<file path="config.mk">
export PLATFORM = sky130hd
export DESIGN_NAME = i2cs_slave
export DESIGN_NICKNAME = d
export VERILOG_FILES = /design/src/rtl/i2cs_pkg.sv /design/src/rtl/i2cs_buf.sv /design/src/rtl/i2cs_slave.sv
export VERILOG_INCLUDE_DIRS = /design/src /design/src/rtl
export SDC_FILE = /design/constraint.sdc
export NUM_CORES = 1
export LEC_CHECK = 0
export ABC_CLOCK_PERIOD_IN_PS = 3600
export BUFFER_PORTS_ARGS = -buffer_cell sky130_fd_sc_hd__buf_2
export CORE_UTILIZATION = 55
export DETAILED_ROUTE_END_ITERATION = 7
export HOLD_SLACK_MARGIN = 0.05
export PLACE_DENSITY_LB_ADDON = 0.12
export SYNTH_ARGS = -nofsm -noshare
export SYNTH_HDL_FRONTEND = slang
export SYNTH_SLANG_ARGS = --single-unit
</file>
<file path="constraint.sdc">
create_clock -name clk -period 3.6 [get_ports clk]
set_clock_uncertainty 0.15 [all_clocks]
set_input_delay 0.18 -clock clk [delete_from_list [all_inputs] [get_ports clk]]
set_output_delay 0.18 -clock clk [all_outputs]
set_load 0.01 [all_outputs]
</file>
<file path="src/rtl/i2cs_defs.svh">
/*
 * Constants of the i2c slave addressing and acknowledge block: mode codes,
 * address patterns, bit counts and reset values.
 * Assumes it is included by bare name from rtl/ after the package.
 */
`ifndef I2CS_DEFS_SVH
`define I2CS_DEFS_SVH

// ****************************************
// port mode codes
// ****************************************
`define I2CS_MODE_7B      4'h6
`define I2CS_MODE_10B     4'h7
`define I2CS_MODE_7B_SP   4'hE
`define I2CS_MODE_10B_SP  4'hF
`define I2CS_MODE_TEN_BIT 0
`define I2CS_MODE_SP_BIT  3

// ****************************************
// address layout and byte timing
// ****************************************
`define I2CS_TEN_PREFIX   5'h1E
`define I2CS_ADDR_RST     8'h00
`define I2CS_RW_MASK      8'hFE
`define I2CS_ACK_CNT      4'h8
`define I2CS_END_CNT      4'h9
`define I2CS_BUF_DEPTH    2

`endif

</file>
<file path="src/rtl/i2cs_pkg.sv">
/*
 * Types of the i2c slave addressing and acknowledge block.
 * Assumes nothing beyond a SystemVerilog compiler.
 */
package i2cs_pkg;

	typedef enum logic [4:0]
	{
		ST_IDLE    = 5'h01,
		ST_ADDR    = 5'h02,
		ST_ADDR_LO = 5'h04,
		ST_DATA    = 5'h08,
		ST_READ    = 5'h10
	} i2cs_state_t;

	typedef struct packed
	{
		logic       is_addr;
		logic [7:0] data;
	} i2cs_rx_t;

endpackage

</file>
<file path="src/rtl/i2cs_buf.sv">
/*
 * Small shift buffer with valid and ready on both sides.
 * Assumes a single clock domain; the head entry feeds the reader directly.
 */
`timescale 1ns/1ps
`default_nettype none

module i2cs_buf
#(
	parameter int W     = 9,
	parameter int DEPTH = 2
)
(
	input  wire logic         clk,
	input  wire logic         sys_rst,
	input  wire logic         in_valid,
	output logic              in_ready,
	input  wire logic [W-1:0] in_data,
	output logic              out_valid,
	input  wire logic         out_ready,
	output logic [W-1:0]      out_data
);

	localparam int CW = $clog2(DEPTH + 1);

	logic [W-1:0]  ent_ff [DEPTH];
	logic [CW-1:0] count_ff;
	logic [CW-1:0] nxt_count;
	logic          full_ff;
	logic          valid_ff;
	logic          push;
	logic          pop;

	assign push      = in_valid & ~full_ff;
	assign pop       = valid_ff & out_ready;
	assign in_ready  = ~full_ff;
	assign out_valid = valid_ff;
	assign out_data  = ent_ff[0];
	assign nxt_count = count_ff + CW'(push) - CW'(pop);

	always_ff @(posedge clk or posedge sys_rst)
	begin
		if (sys_rst)
		begin
			count_ff <= '0;
			full_ff  <= 1'b0;
			valid_ff <= 1'b0;
		end
		else
		begin
			count_ff <= nxt_count;
			full_ff  <= (nxt_count == CW'(DEPTH));
			valid_ff <= (nxt_count != '0);
		end
	end

	// entries shift toward the head on each pop
	genvar i;
	for (i = 0; i < DEPTH; i++)
	begin : g_ent
		localparam int NXT = (i == DEPTH - 1) ? i : i + 1;
		always_ff @(posedge clk or posedge sys_rst)
		begin
			if (sys_rst)
				ent_ff[i] <= '0;
			else if (pop && push && count_ff == CW'(i + 1))
				ent_ff[i] <= in_data;
			else if (pop)
				ent_ff[i] <= ent_ff[NXT];
			else if (push && count_ff == CW'(i))
				ent_ff[i] <= in_data;
		end
	end

endmodule

`default_nettype wire

</file>
<file path="src/rtl/i2cs_slave.sv">
/*
 * I2C slave address match and acknowledge engine with 7-bit and 10-bit
 * addressing, software or automatic acknowledge, and clock stretching.
 * Assumes scl and sda arrive asynchronously and are open drain outside;
 * control and status bits are plain ports on the clk domain.
 */
// Notes on behaviour
// - ninth clock is the acknowledge; receiver pulls sda low, transmitter releases
// - bus level at the ninth rising edge is kept as ack status
// - with hold enables set, software's acknowledge value is driven
// - with both hold enables clear, acknowledge is generated automatically
// - byte arriving with buffer full or overflow set is not acknowledged
// - when addressed, ack time flag sets after eighth falling scl edge
// - ack time flag works only when a hold enable is set
// - mode select chooses 7-bit or 10-bit, with or without start/stop interrupts
// - start/stop interrupt modes flag start, restart and stop
// - first byte after start or restart is compared with slave address
// - address match loads buffer and raises interrupt
// - 7-bit or 10-bit high byte address mismatch goes idle silently
// - masked address bits are ignored in the compare
// - 7-bit compare ignores the read/write bit
// - 10-bit high byte is 11110, A9, A8, zero; A9/A8 at bits 2 and 1
// - after high byte acknowledge, update flag sets and scl is held
// - low address byte compares all eight bits
// - after low byte, interrupt and update flag set and scl held, match or not
// - writing the slave address clears the update flag
// - 10-bit read only after a full write match and a restart
`timescale 1ns/1ps
`default_nettype none
`include "i2cs_defs.svh"

module i2cs_slave
	import i2cs_pkg::*;
#(
	parameter int DEPTH = `I2CS_BUF_DEPTH
)
(
	input  wire logic       clk,
	input  wire logic       sys_rst,
	input  wire logic       scl_in,
	output logic            scl_o,
	output logic            scl_oe_n,
	input  wire logic       sda_in,
	output logic            sda_o,
	output logic            sda_oe_n,
	input  wire logic [3:0] port_mode_select,
	input  wire logic       address_hold_enable,
	input  wire logic       data_hold_enable,
	input  wire logic       ack_value_select,
	input  wire logic       hold_release,
	input  wire logic       addr_wr_stb,
	input  wire logic [7:0] addr_wr_data,
	input  wire logic [7:0] address_mask,
	input  wire logic       overflow_clr,
	input  wire logic       intr_clr,
	output logic [7:0]      slave_address_reg,
	output logic            ack_status_bit,
	output logic            ack_time_flag,
	output logic            update_address_flag,
	output logic            port_interrupt_flag,
	output logic            receive_overflow_flag,
	output logic            buffer_full_flag,
	output logic            read_request,
	output logic            rx_valid,
	input  wire logic       rx_ready,
	output i2cs_rx_t        rx_item
);

	// ****************************************
	// pin synchronisers and edge detect
	// ****************************************
	logic scl_meta_ff, scl_sync_ff, scl_dly_ff;
	logic sda_meta_ff, sda_sync_ff, sda_dly_ff;

	always_ff @(posedge clk or posedge sys_rst)
	begin
		if (sys_rst)
		begin
			scl_meta_ff <= 1'b1;
			scl_sync_ff <= 1'b1;
			scl_dly_ff  <= 1'b1;
			sda_meta_ff <= 1'b1;
			sda_sync_ff <= 1'b1;
			sda_dly_ff  <= 1'b1;
		end
		else
		begin
			scl_meta_ff <= scl_in;
			scl_sync_ff <= scl_meta_ff;
			scl_dly_ff  <= scl_sync_ff;
			sda_meta_ff <= sda_in;
			sda_sync_ff <= sda_meta_ff;
			sda_dly_ff  <= sda_sync_ff;
		end
	end

	logic scl_rise, scl_fall, start_det, stop_det;

	assign scl_rise  = scl_sync_ff & ~scl_dly_ff;
	assign scl_fall  = ~scl_sync_ff & scl_dly_ff;
	assign start_det = scl_sync_ff & scl_dly_ff & sda_dly_ff & ~sda_sync_ff;
	assign stop_det  = scl_sync_ff & scl_dly_ff & ~sda_dly_ff & sda_sync_ff;

	// ****************************************
	// mode decode
	// ****************************************
	logic mode_en, mode_ten, mode_sp;

	assign mode_en  = (port_mode_select == `I2CS_MODE_7B) || (port_mode_select == `I2CS_MODE_10B)
		|| (port_mode_select == `I2CS_MODE_7B_SP) || (port_mode_select == `I2CS_MODE_10B_SP);
	assign mode_ten = port_mode_select[`I2CS_MODE_TEN_BIT];
	assign mode_sp  = port_mode_select[`I2CS_MODE_SP_BIT];

	// ****************************************
	// bit counter and shifter
	// ****************************************
	i2cs_state_t state_ff;
	i2cs_state_t nxt_state;
	logic [3:0]  bit_cnt_ff;
	logic [7:0]  shift_ff;
	logic [7:0]  addr_ff;

	always_ff @(posedge clk or posedge sys_rst)
	begin
		if (sys_rst)
		begin
			bit_cnt_ff <= '0;
			shift_ff   <= '0;
		end
		else if (start_det)
			bit_cnt_ff <= '0;
		else if (scl_rise && bit_cnt_ff != `I2CS_END_CNT)
		begin
			bit_cnt_ff <= bit_cnt_ff + 4'h1;
			if (bit_cnt_ff != `I2CS_ACK_CNT)
				shift_ff <= {shift_ff[6:0], sda_sync_ff};
		end
		else if (scl_fall && bit_cnt_ff == `I2CS_END_CNT)
			bit_cnt_ff <= '0;
	end

	logic byte_done, ack_end, ack_sample;

	assign byte_done  = scl_fall && bit_cnt_ff == `I2CS_ACK_CNT && state_ff != ST_IDLE;
	assign ack_end    = scl_fall && bit_cnt_ff == `I2CS_END_CNT;
	assign ack_sample = scl_rise && bit_cnt_ff == `I2CS_ACK_CNT && state_ff != ST_IDLE;

	// ****************************************
	// address compare and byte decision
	// ****************************************
	logic [7:0] diff;
	logic       m7, m10h, mlo;
	logic       take, busy, ua_set, pif_evt, phase_hold, ten_ok_ff;

	assign diff = (shift_ff ^ addr_ff) & ~address_mask;
	assign m7   = (diff & `I2CS_RW_MASK) == '0;
	assign m10h = shift_ff[7:3] == `I2CS_TEN_PREFIX && diff[2:1] == 2'h0 && !shift_ff[0];
	assign mlo  = diff == '0;
	assign busy = buffer_full_flag | receive_overflow_flag;

	always_comb
	begin
		nxt_state  = state_ff;
		take       = 1'b0;
		ua_set     = 1'b0;
		pif_evt    = 1'b0;
		phase_hold = data_hold_enable;
		unique case (state_ff)
			ST_IDLE:
			begin
			end
			ST_ADDR:
			begin
				phase_hold = address_hold_enable;
				if (!mode_ten)
				begin
					take      = m7;
					nxt_state = !m7 ? ST_IDLE : (shift_ff[0] ? ST_READ : ST_DATA);
				end
				else if (m10h)
				begin
					take      = 1'b1;
					ua_set    = 1'b1;
					nxt_state = ST_ADDR_LO;
				end
				else if (ten_ok_ff && shift_ff[7:3] == `I2CS_TEN_PREFIX && diff[2:1] == 2'h0)
				begin
					take      = 1'b1;
					nxt_state = ST_READ;
				end
				else
					nxt_state = ST_IDLE;
			end
			ST_ADDR_LO:
			begin
				phase_hold = address_hold_enable;
				ua_set     = 1'b1;
				pif_evt    = 1'b1;
				take       = mlo;
				nxt_state  = mlo ? ST_DATA : ST_IDLE;
			end
			ST_DATA:
				take = 1'b1;
			ST_READ:
			begin
			end
		endcase
	end

	// ****************************************
	// state and 10-bit bookkeeping
	// ****************************************
	always_ff @(posedge clk or posedge sys_rst)
	begin
		if (sys_rst)
			state_ff <= ST_IDLE;
		else if (!mode_en || stop_det)
			state_ff <= ST_IDLE;
		else if (start_det)
			state_ff <= ST_ADDR;
		else if (byte_done)
			state_ff <= nxt_state;
	end

	// a read needs a prior full write match; stop forgets it
	always_ff @(posedge clk or posedge sys_rst)
	begin
		if (sys_rst)
			ten_ok_ff <= 1'b0;
		else if (stop_det || !mode_en)
			ten_ok_ff <= 1'b0;
		else if (byte_done && state_ff == ST_ADDR_LO)
			ten_ok_ff <= mlo;
	end

	always_ff @(posedge clk or posedge sys_rst)
	begin
		if (sys_rst)
			read_request <= 1'b0;
		else
			read_request <= (state_ff == ST_READ);
	end

	always_ff @(posedge clk or posedge sys_rst)
	begin
		if (sys_rst)
			addr_ff <= `I2CS_ADDR_RST;
		else if (addr_wr_stb)
			addr_ff <= addr_wr_data;
	end

	assign slave_address_reg = addr_ff;

	// ****************************************
	// acknowledge drive and status
	// ****************************************
	logic ack_ok_ff, hold_ff, ua_pend_ff, sw_ack;

	assign sw_ack = address_hold_enable | data_hold_enable;

	// ack decision is latched at the eighth fall so later buffer moves do not flip it
	always_ff @(posedge clk or posedge sys_rst)
	begin
		if (sys_rst)
			ack_ok_ff <= 1'b0;
		else if (byte_done)
			ack_ok_ff <= take & ~busy;
	end

	always_ff @(posedge clk or posedge sys_rst)
	begin
		if (sys_rst)
			sda_oe_n <= 1'b1;
		else if (ack_end || start_det || stop_det)
			sda_oe_n <= 1'b1;
		else if (byte_done)
			sda_oe_n <= ~(take & ~busy & ~(sw_ack & phase_hold));
		else if (hold_ff && hold_release && ack_time_flag)
			sda_oe_n <= ~(ack_ok_ff & ~ack_value_select);
	end

	always_ff @(posedge clk or posedge sys_rst)
	begin
		if (sys_rst)
		begin
			sda_o <= 1'b0;
			scl_o <= 1'b0;
		end
		else
		begin
			sda_o <= 1'b0;
			scl_o <= 1'b0;
		end
	end

	always_ff @(posedge clk or posedge sys_rst)
	begin
		if (sys_rst)
			ack_status_bit <= 1'b0;
		else if (ack_sample)
			ack_status_bit <= sda_sync_ff;
	end

	always_ff @(posedge clk or posedge sys_rst)
	begin
		if (sys_rst)
			ack_time_flag <= 1'b0;
		else if (byte_done && take && sw_ack)
			ack_time_flag <= 1'b1;
		else if (ack_end || stop_det)
			ack_time_flag <= 1'b0;
	end

	// ****************************************
	// clock stretching
	// ****************************************
	always_ff @(posedge clk or posedge sys_rst)
	begin
		if (sys_rst)
			hold_ff <= 1'b0;
		else if (byte_done && take && sw_ack && phase_hold)
			hold_ff <= 1'b1;
		else if (hold_release || stop_det)
			hold_ff <= 1'b0;
	end

	always_ff @(posedge clk or posedge sys_rst)
	begin
		if (sys_rst)
			ua_pend_ff <= 1'b0;
		else if (byte_done && ua_set)
			ua_pend_ff <= 1'b1;
		else if (ack_end)
			ua_pend_ff <= 1'b0;
	end

	// set after the acknowledge beats a software address write in the same cycle
	always_ff @(posedge clk or posedge sys_rst)
	begin
		if (sys_rst)
			update_address_flag <= 1'b0;
		else if (ack_end && ua_pend_ff)
			update_address_flag <= 1'b1;
		else if (addr_wr_stb)
			update_address_flag <= 1'b0;
	end

	always_ff @(posedge clk or posedge sys_rst)
	begin
		if (sys_rst)
			scl_oe_n <= 1'b1;
		else
			scl_oe_n <= ~(hold_ff | update_address_flag);
	end

	// ****************************************
	// flags and receive buffer
	// ****************************************
	logic push;

	assign push = byte_done & take & ~busy;

	always_ff @(posedge clk or posedge sys_rst)
	begin
		if (sys_rst)
			port_interrupt_flag <= 1'b0;
		else if (push || (byte_done && pif_evt) || (mode_en && mode_sp && (start_det || stop_det)))
			port_interrupt_flag <= 1'b1;
		else if (intr_clr)
			port_interrupt_flag <= 1'b0;
	end

	always_ff @(posedge clk or posedge sys_rst)
	begin
		if (sys_rst)
			receive_overflow_flag <= 1'b0;
		else if (byte_done && take && busy)
			receive_overflow_flag <= 1'b1;
		else if (overflow_clr)
			receive_overflow_flag <= 1'b0;
	end

	logic     buf_in_ready;
	i2cs_rx_t buf_in;

	// one driver for the whole entry; address bytes carry the tag bit
	assign buf_in            = {state_ff != ST_DATA, shift_ff};
	assign buffer_full_flag  = ~buf_in_ready;

	i2cs_buf #(
		.W     ($bits(i2cs_rx_t)),
		.DEPTH (DEPTH)
	) u_buf (
		.clk       (clk),
		.sys_rst   (sys_rst),
		.in_valid  (push),
		.in_ready  (buf_in_ready),
		.in_data   (buf_in),
		.out_valid (rx_valid),
		.out_ready (rx_ready),
		.out_data  (rx_item)
	);

	// ****************************************
	// checks
	// ****************************************
	a_ack_status_sample: assert property (@(posedge clk) disable iff (sys_rst)
		ack_sample |=> ack_status_bit == $past(sda_sync_ff))
		else $error("ack status not taken from bus");

	a_nack_when_busy: assert property (@(posedge clk) disable iff (sys_rst)
		byte_done && busy |=> sda_oe_n && receive_overflow_flag == $past(take | receive_overflow_flag))
		else $error("busy byte was acknowledged");

	a_auto_ack_drive: assert property (@(posedge clk) disable iff (sys_rst)
		byte_done && take && !busy && !sw_ack |=> !sda_oe_n throughout (!scl_fall [*2]))
		else $error("automatic acknowledge missing");

	a_ack_time_set: assert property (@(posedge clk) disable iff (sys_rst)
		byte_done && take && sw_ack |=> ack_time_flag)
		else $error("ack time flag not set");

	a_ack_time_gate: assert property (@(posedge clk) disable iff (sys_rst)
		$rose(ack_time_flag) |-> $past(sw_ack) && $past(byte_done))
		else $error("ack time flag set without hold enable");

	a_ack_time_end: assert property (@(posedge clk) disable iff (sys_rst)
		ack_end |=> !ack_time_flag)
		else $error("ack time flag outlived ack pulse");

	a_mismatch_quiet: assert property (@(posedge clk) disable iff (sys_rst)
		byte_done && state_ff == ST_ADDR && !take |=> state_ff == ST_IDLE && !$rose(port_interrupt_flag))
		else $error("mismatch left a trace");

	a_start_intr: assert property (@(posedge clk) disable iff (sys_rst)
		mode_en && mode_sp && start_det |=> port_interrupt_flag)
		else $error("start not flagged");

	a_ua_clear_wr: assert property (@(posedge clk) disable iff (sys_rst)
		addr_wr_stb && !(ack_end && ua_pend_ff) |=> !update_address_flag)
		else $error("address write left update flag set");

	a_ua_holds_scl: assert property (@(posedge clk) disable iff (sys_rst)
		update_address_flag && !addr_wr_stb |=> update_address_flag && !scl_oe_n)
		else $error("scl not held for address update");

	a_ten_prefix: assert property (@(posedge clk) disable iff (sys_rst)
		byte_done && state_ff == ST_ADDR && mode_ten && shift_ff[7:3] != `I2CS_TEN_PREFIX
		|=> state_ff == ST_IDLE)
		else $error("bad 10-bit prefix accepted");

endmodule

`default_nettype wire

</file>
==> impl_results.md <==
- Status: complete, no violations
- Routability cong.: 0.892
- # hold bufs at CTS: 22
- Number of synthesized flops with an enable pin: 0
- DRT Pass-1 Iters: 4
- First-pass GRT wire length: 11800 um
- Yosys warns: 0
- Main flop type after synthesis: dfrtp_1
- DRT iter0 DRCs: 155
- Layout Nets: 408
- Max FO, Critical Path: 8
- Yosys cell types: 54
- Psw: 0.000620 W
- CTS Buffer Depth: 2
- Post-route ant nets: 0
- Starting Density: 0.573
- Final period util: 0.871
- Placed cell count: 410
- CTS HTree Levels: 3
- FF-to-FF End: u_buf.out_valid
- Io pins: 61
- Count of buffers from port buffering: 58
- Register area share after synthesis: 0.516
- Design area: 0.00390 sq mm
- Comb pwr share: 0.223
- CTS resizes: 0
- Vias in the first global route: 2412
- Post-synthesis compound-gate area fraction: 0.115
- Sequential share of power: 0.463
- Sw Ratio: 0.302
- Crit path DAT: 3.20 ns
- Core Region: 0.00554 sq mm
- Worst setup EP type: flip-flop
- Worst R2R Start: shift_ff[4]
- Synth cell count leaders: 56 x dfrtp_1, 24 x nand2_1, 18 x inv_1
- Most numerous cell in the Yosys netlist: dfrtp_1
- Startpoint types: flip-flop
- WL final: 6940 um
- Fin cells: 448
- Cell Rows: 27
- Post-Syn Instances: 294
- Hold Fails Final Rpt: 0
- Final worst slack: 0.464 ns
- Cell taking the most area after synthesis: dfrtp_1
- Mean Syn Cell Area: 10.8 sq um
- Hold Path Class: input pin to flip-flop
- Worst R2R Path Depth: 10
- Clock network power share: 0.314
- Max_cap viols: 0
- RSZ-0062 raised after global routing: false
- Max-slew violation count: 0
- GRT Overall Usage: 0.256
- Fin crit period: 3.14 ns
- # DRC: 0
- Final setup fails: 0
- Worst slack, placed: 0.500 ns
- ANT cells: 0
- Routed vias: 2462
- Largest family of logic cells by synthesized area: simple AND/OR/NAND/NOR gates
- PD cells: 526 mW/mm^2
- Synthesized cell area: 0.00317 sq mm
- Die Ht: 78.0 um
- Fin Setup TNS: 0 ns
- Sinks on the clock net: 65
- WL/cell: 15.5 um
- Overall power: 0.00205 W
- Fmax achieved: 319 MHz
- Die W: 78.0 um
- Int Pwr: 0.00143 W
- Worst slew margin: 0.363
- Multiplexer area fraction after synthesis: 0.0899
- Synth Area in Simple Gates: 0.167
- Synth top area cells: dfrtp_1 44%, dfstp_2 7.4%, mux2_2 6.0%
- Setup Buffers After CTS: 0
- #FFs+latches synth: 65
- Total grt overflow: 0
- Async set-reset flop share out of synthesis: 1.00
- CTS tree: built
- Lkg Pwr: 1.79 nW
- Vias per inst: 5.50
- Share of layout cells above drive strength 1: 0.303
- CTS clock-pin slew for the worst setup and hold paths: 0.07 ns
- Placed inst area: 0.00347 sq mm
- Critical Path End: u_buf.out_valid
- WS Path Type: flip-flop to flip-flop
- TritonCTS Buffers: 9
- Worst EP required: 3.67 ns
- Clock root cell: clkbuf_8
- VDD IR max: 0.381 mV
- Pin count of the biggest net entering global routing: 48
- Post-synthesis xor/xnor area fraction: 0.0331
- Worst slew pin tran: 0.954 ns
- Die area: 0.00608 sq mm
- Clock latency on the worst-skew pair: 0.34 ns
- R2R Setup Slk: 0.46 ns
- Initial antenna violation count: 0
- Synth top area share: 0.441
- Start point of the critical path: shift_ff[4]
- Area grow syn2layout: 22.9%
- Detailed placement HPWL: 4820 um
- Synthesized-area fraction occupied by adder cells: 0.0197
## critical path, cell delays in order (launching register included)
cell and delay, ns:
dfrtp_1 0.43, xnor2_1 0.19, o22ai_1 0.13, nor4_1 0.51, nand2_1 0.22, and3_1 0.36, nor4_1 0.33, ha_1 0.23
xor2_1 0.18, xnor2_1 0.19, nand2b_1 0.08
## metrics by stage
stage	hold slack [ns]	util
after global routing	0.129	0.704
after global placement	0.135	0.627
after detailed placement	0.137	0.627
after floorplan	0.0345	-
after CTS	0.103	0.704
final	0.118	0.704
## per-layer routing
| layer | part of all wire | vias up | global-route usage | wire (um) |
|---|---|---|---|---|
| met5 | 0 | - | 0 | 0 |
| met4 | 0.010 | 0 | 0.102 | 70 |
| met3 | 0.050 | 7 | 0.0494 | 346 |
| met2 | 0.46 | 65 | 0.381 | 3190 |
| met1 | 0.48 | 1202 | 0.370 | 3330 |
| li1 | - | 1188 | - | - |
## kinds of logic after synthesis
| logic type | count (synthesis) |
|---|---|
| AOI/OAI and AO/OA | 52 |
| xor gates and xnor gates | 12 |
| adders and majority gates | 5 |
| other | 1 |
| DFF | 65 |
| buffers and inverters | 38 |
| muxes | 26 |
| and+or+nand+nor | 95 |
## worst min path at each step
stage	startpoint	endpoint	cells past startpoint
3_5_place_dp	scl_in	scl_meta_ff	1
3_3_place_gp	scl_in	scl_meta_ff	1
5_1_grt	ack_value_select	sda_oe_n	4
4_1_cts	ack_value_select	sda_oe_n	4
2_1_floorplan	scl_in	scl_meta_ff	0
6_report	ack_value_select	sda_oe_n	4
## layout by cell type (no fill, tap or decap), drive strengths merged, types with 4 or more instances in the layout
| cell type | Yosys | final |
|---|---|---|
| dfstp | 9 | 9 |
| inv | 19 | 19 |
| o22ai | 7 | 7 |
| a211oi | 7 | 7 |
| o21ai | 12 | 12 |
| nand2 | 24 | 24 |
| xnor2 | 9 | 9 |
| nor4b | 4 | 4 |
| nor4 | 4 | 4 |
| a21oi | 5 | 5 |
| nand3 | 4 | 4 |
| nor3b | 4 | 4 |
| nor2 | 17 | 17 |
| buf | 12 | 62 |
| dlygate4sd3 | 0 | 22 |
| ha | 5 | 5 |
| dfrtp | 56 | 56 |
| mux2i | 6 | 6 |
| clkbuf | 7 | 14 |
| mux2 | 20 | 20 |
| nor2b | 4 | 4 |
| nor3 | 17 | 17 |
## area by class of cell
cell class / instances / area (sq um)
clock inverters: 2 / 35.0
repair buffers: 84 / 541
inverters: 19 / 71.3
multi-input cells: 192 / 1360
clock buffers: 14 / 173
well taps: 72 / 90.1
flip-flops and latches: 65 / 1640
fillers: 425 / 1640
## power groups by stage
stage	logic (W)	clock network [W]	registers, W
after floorplan	0.000345	0	0.000942
after global placement	0.000432	0	0.000955
after detailed placement	0.000438	0	0.000962
after CTS	0.000459	0.000653	0.000950
after global routing	0.000509	0.000685	0.000967
final	0.000456	0.000645	0.000950
Note: power is estimated with default switching activity, not from simulation.
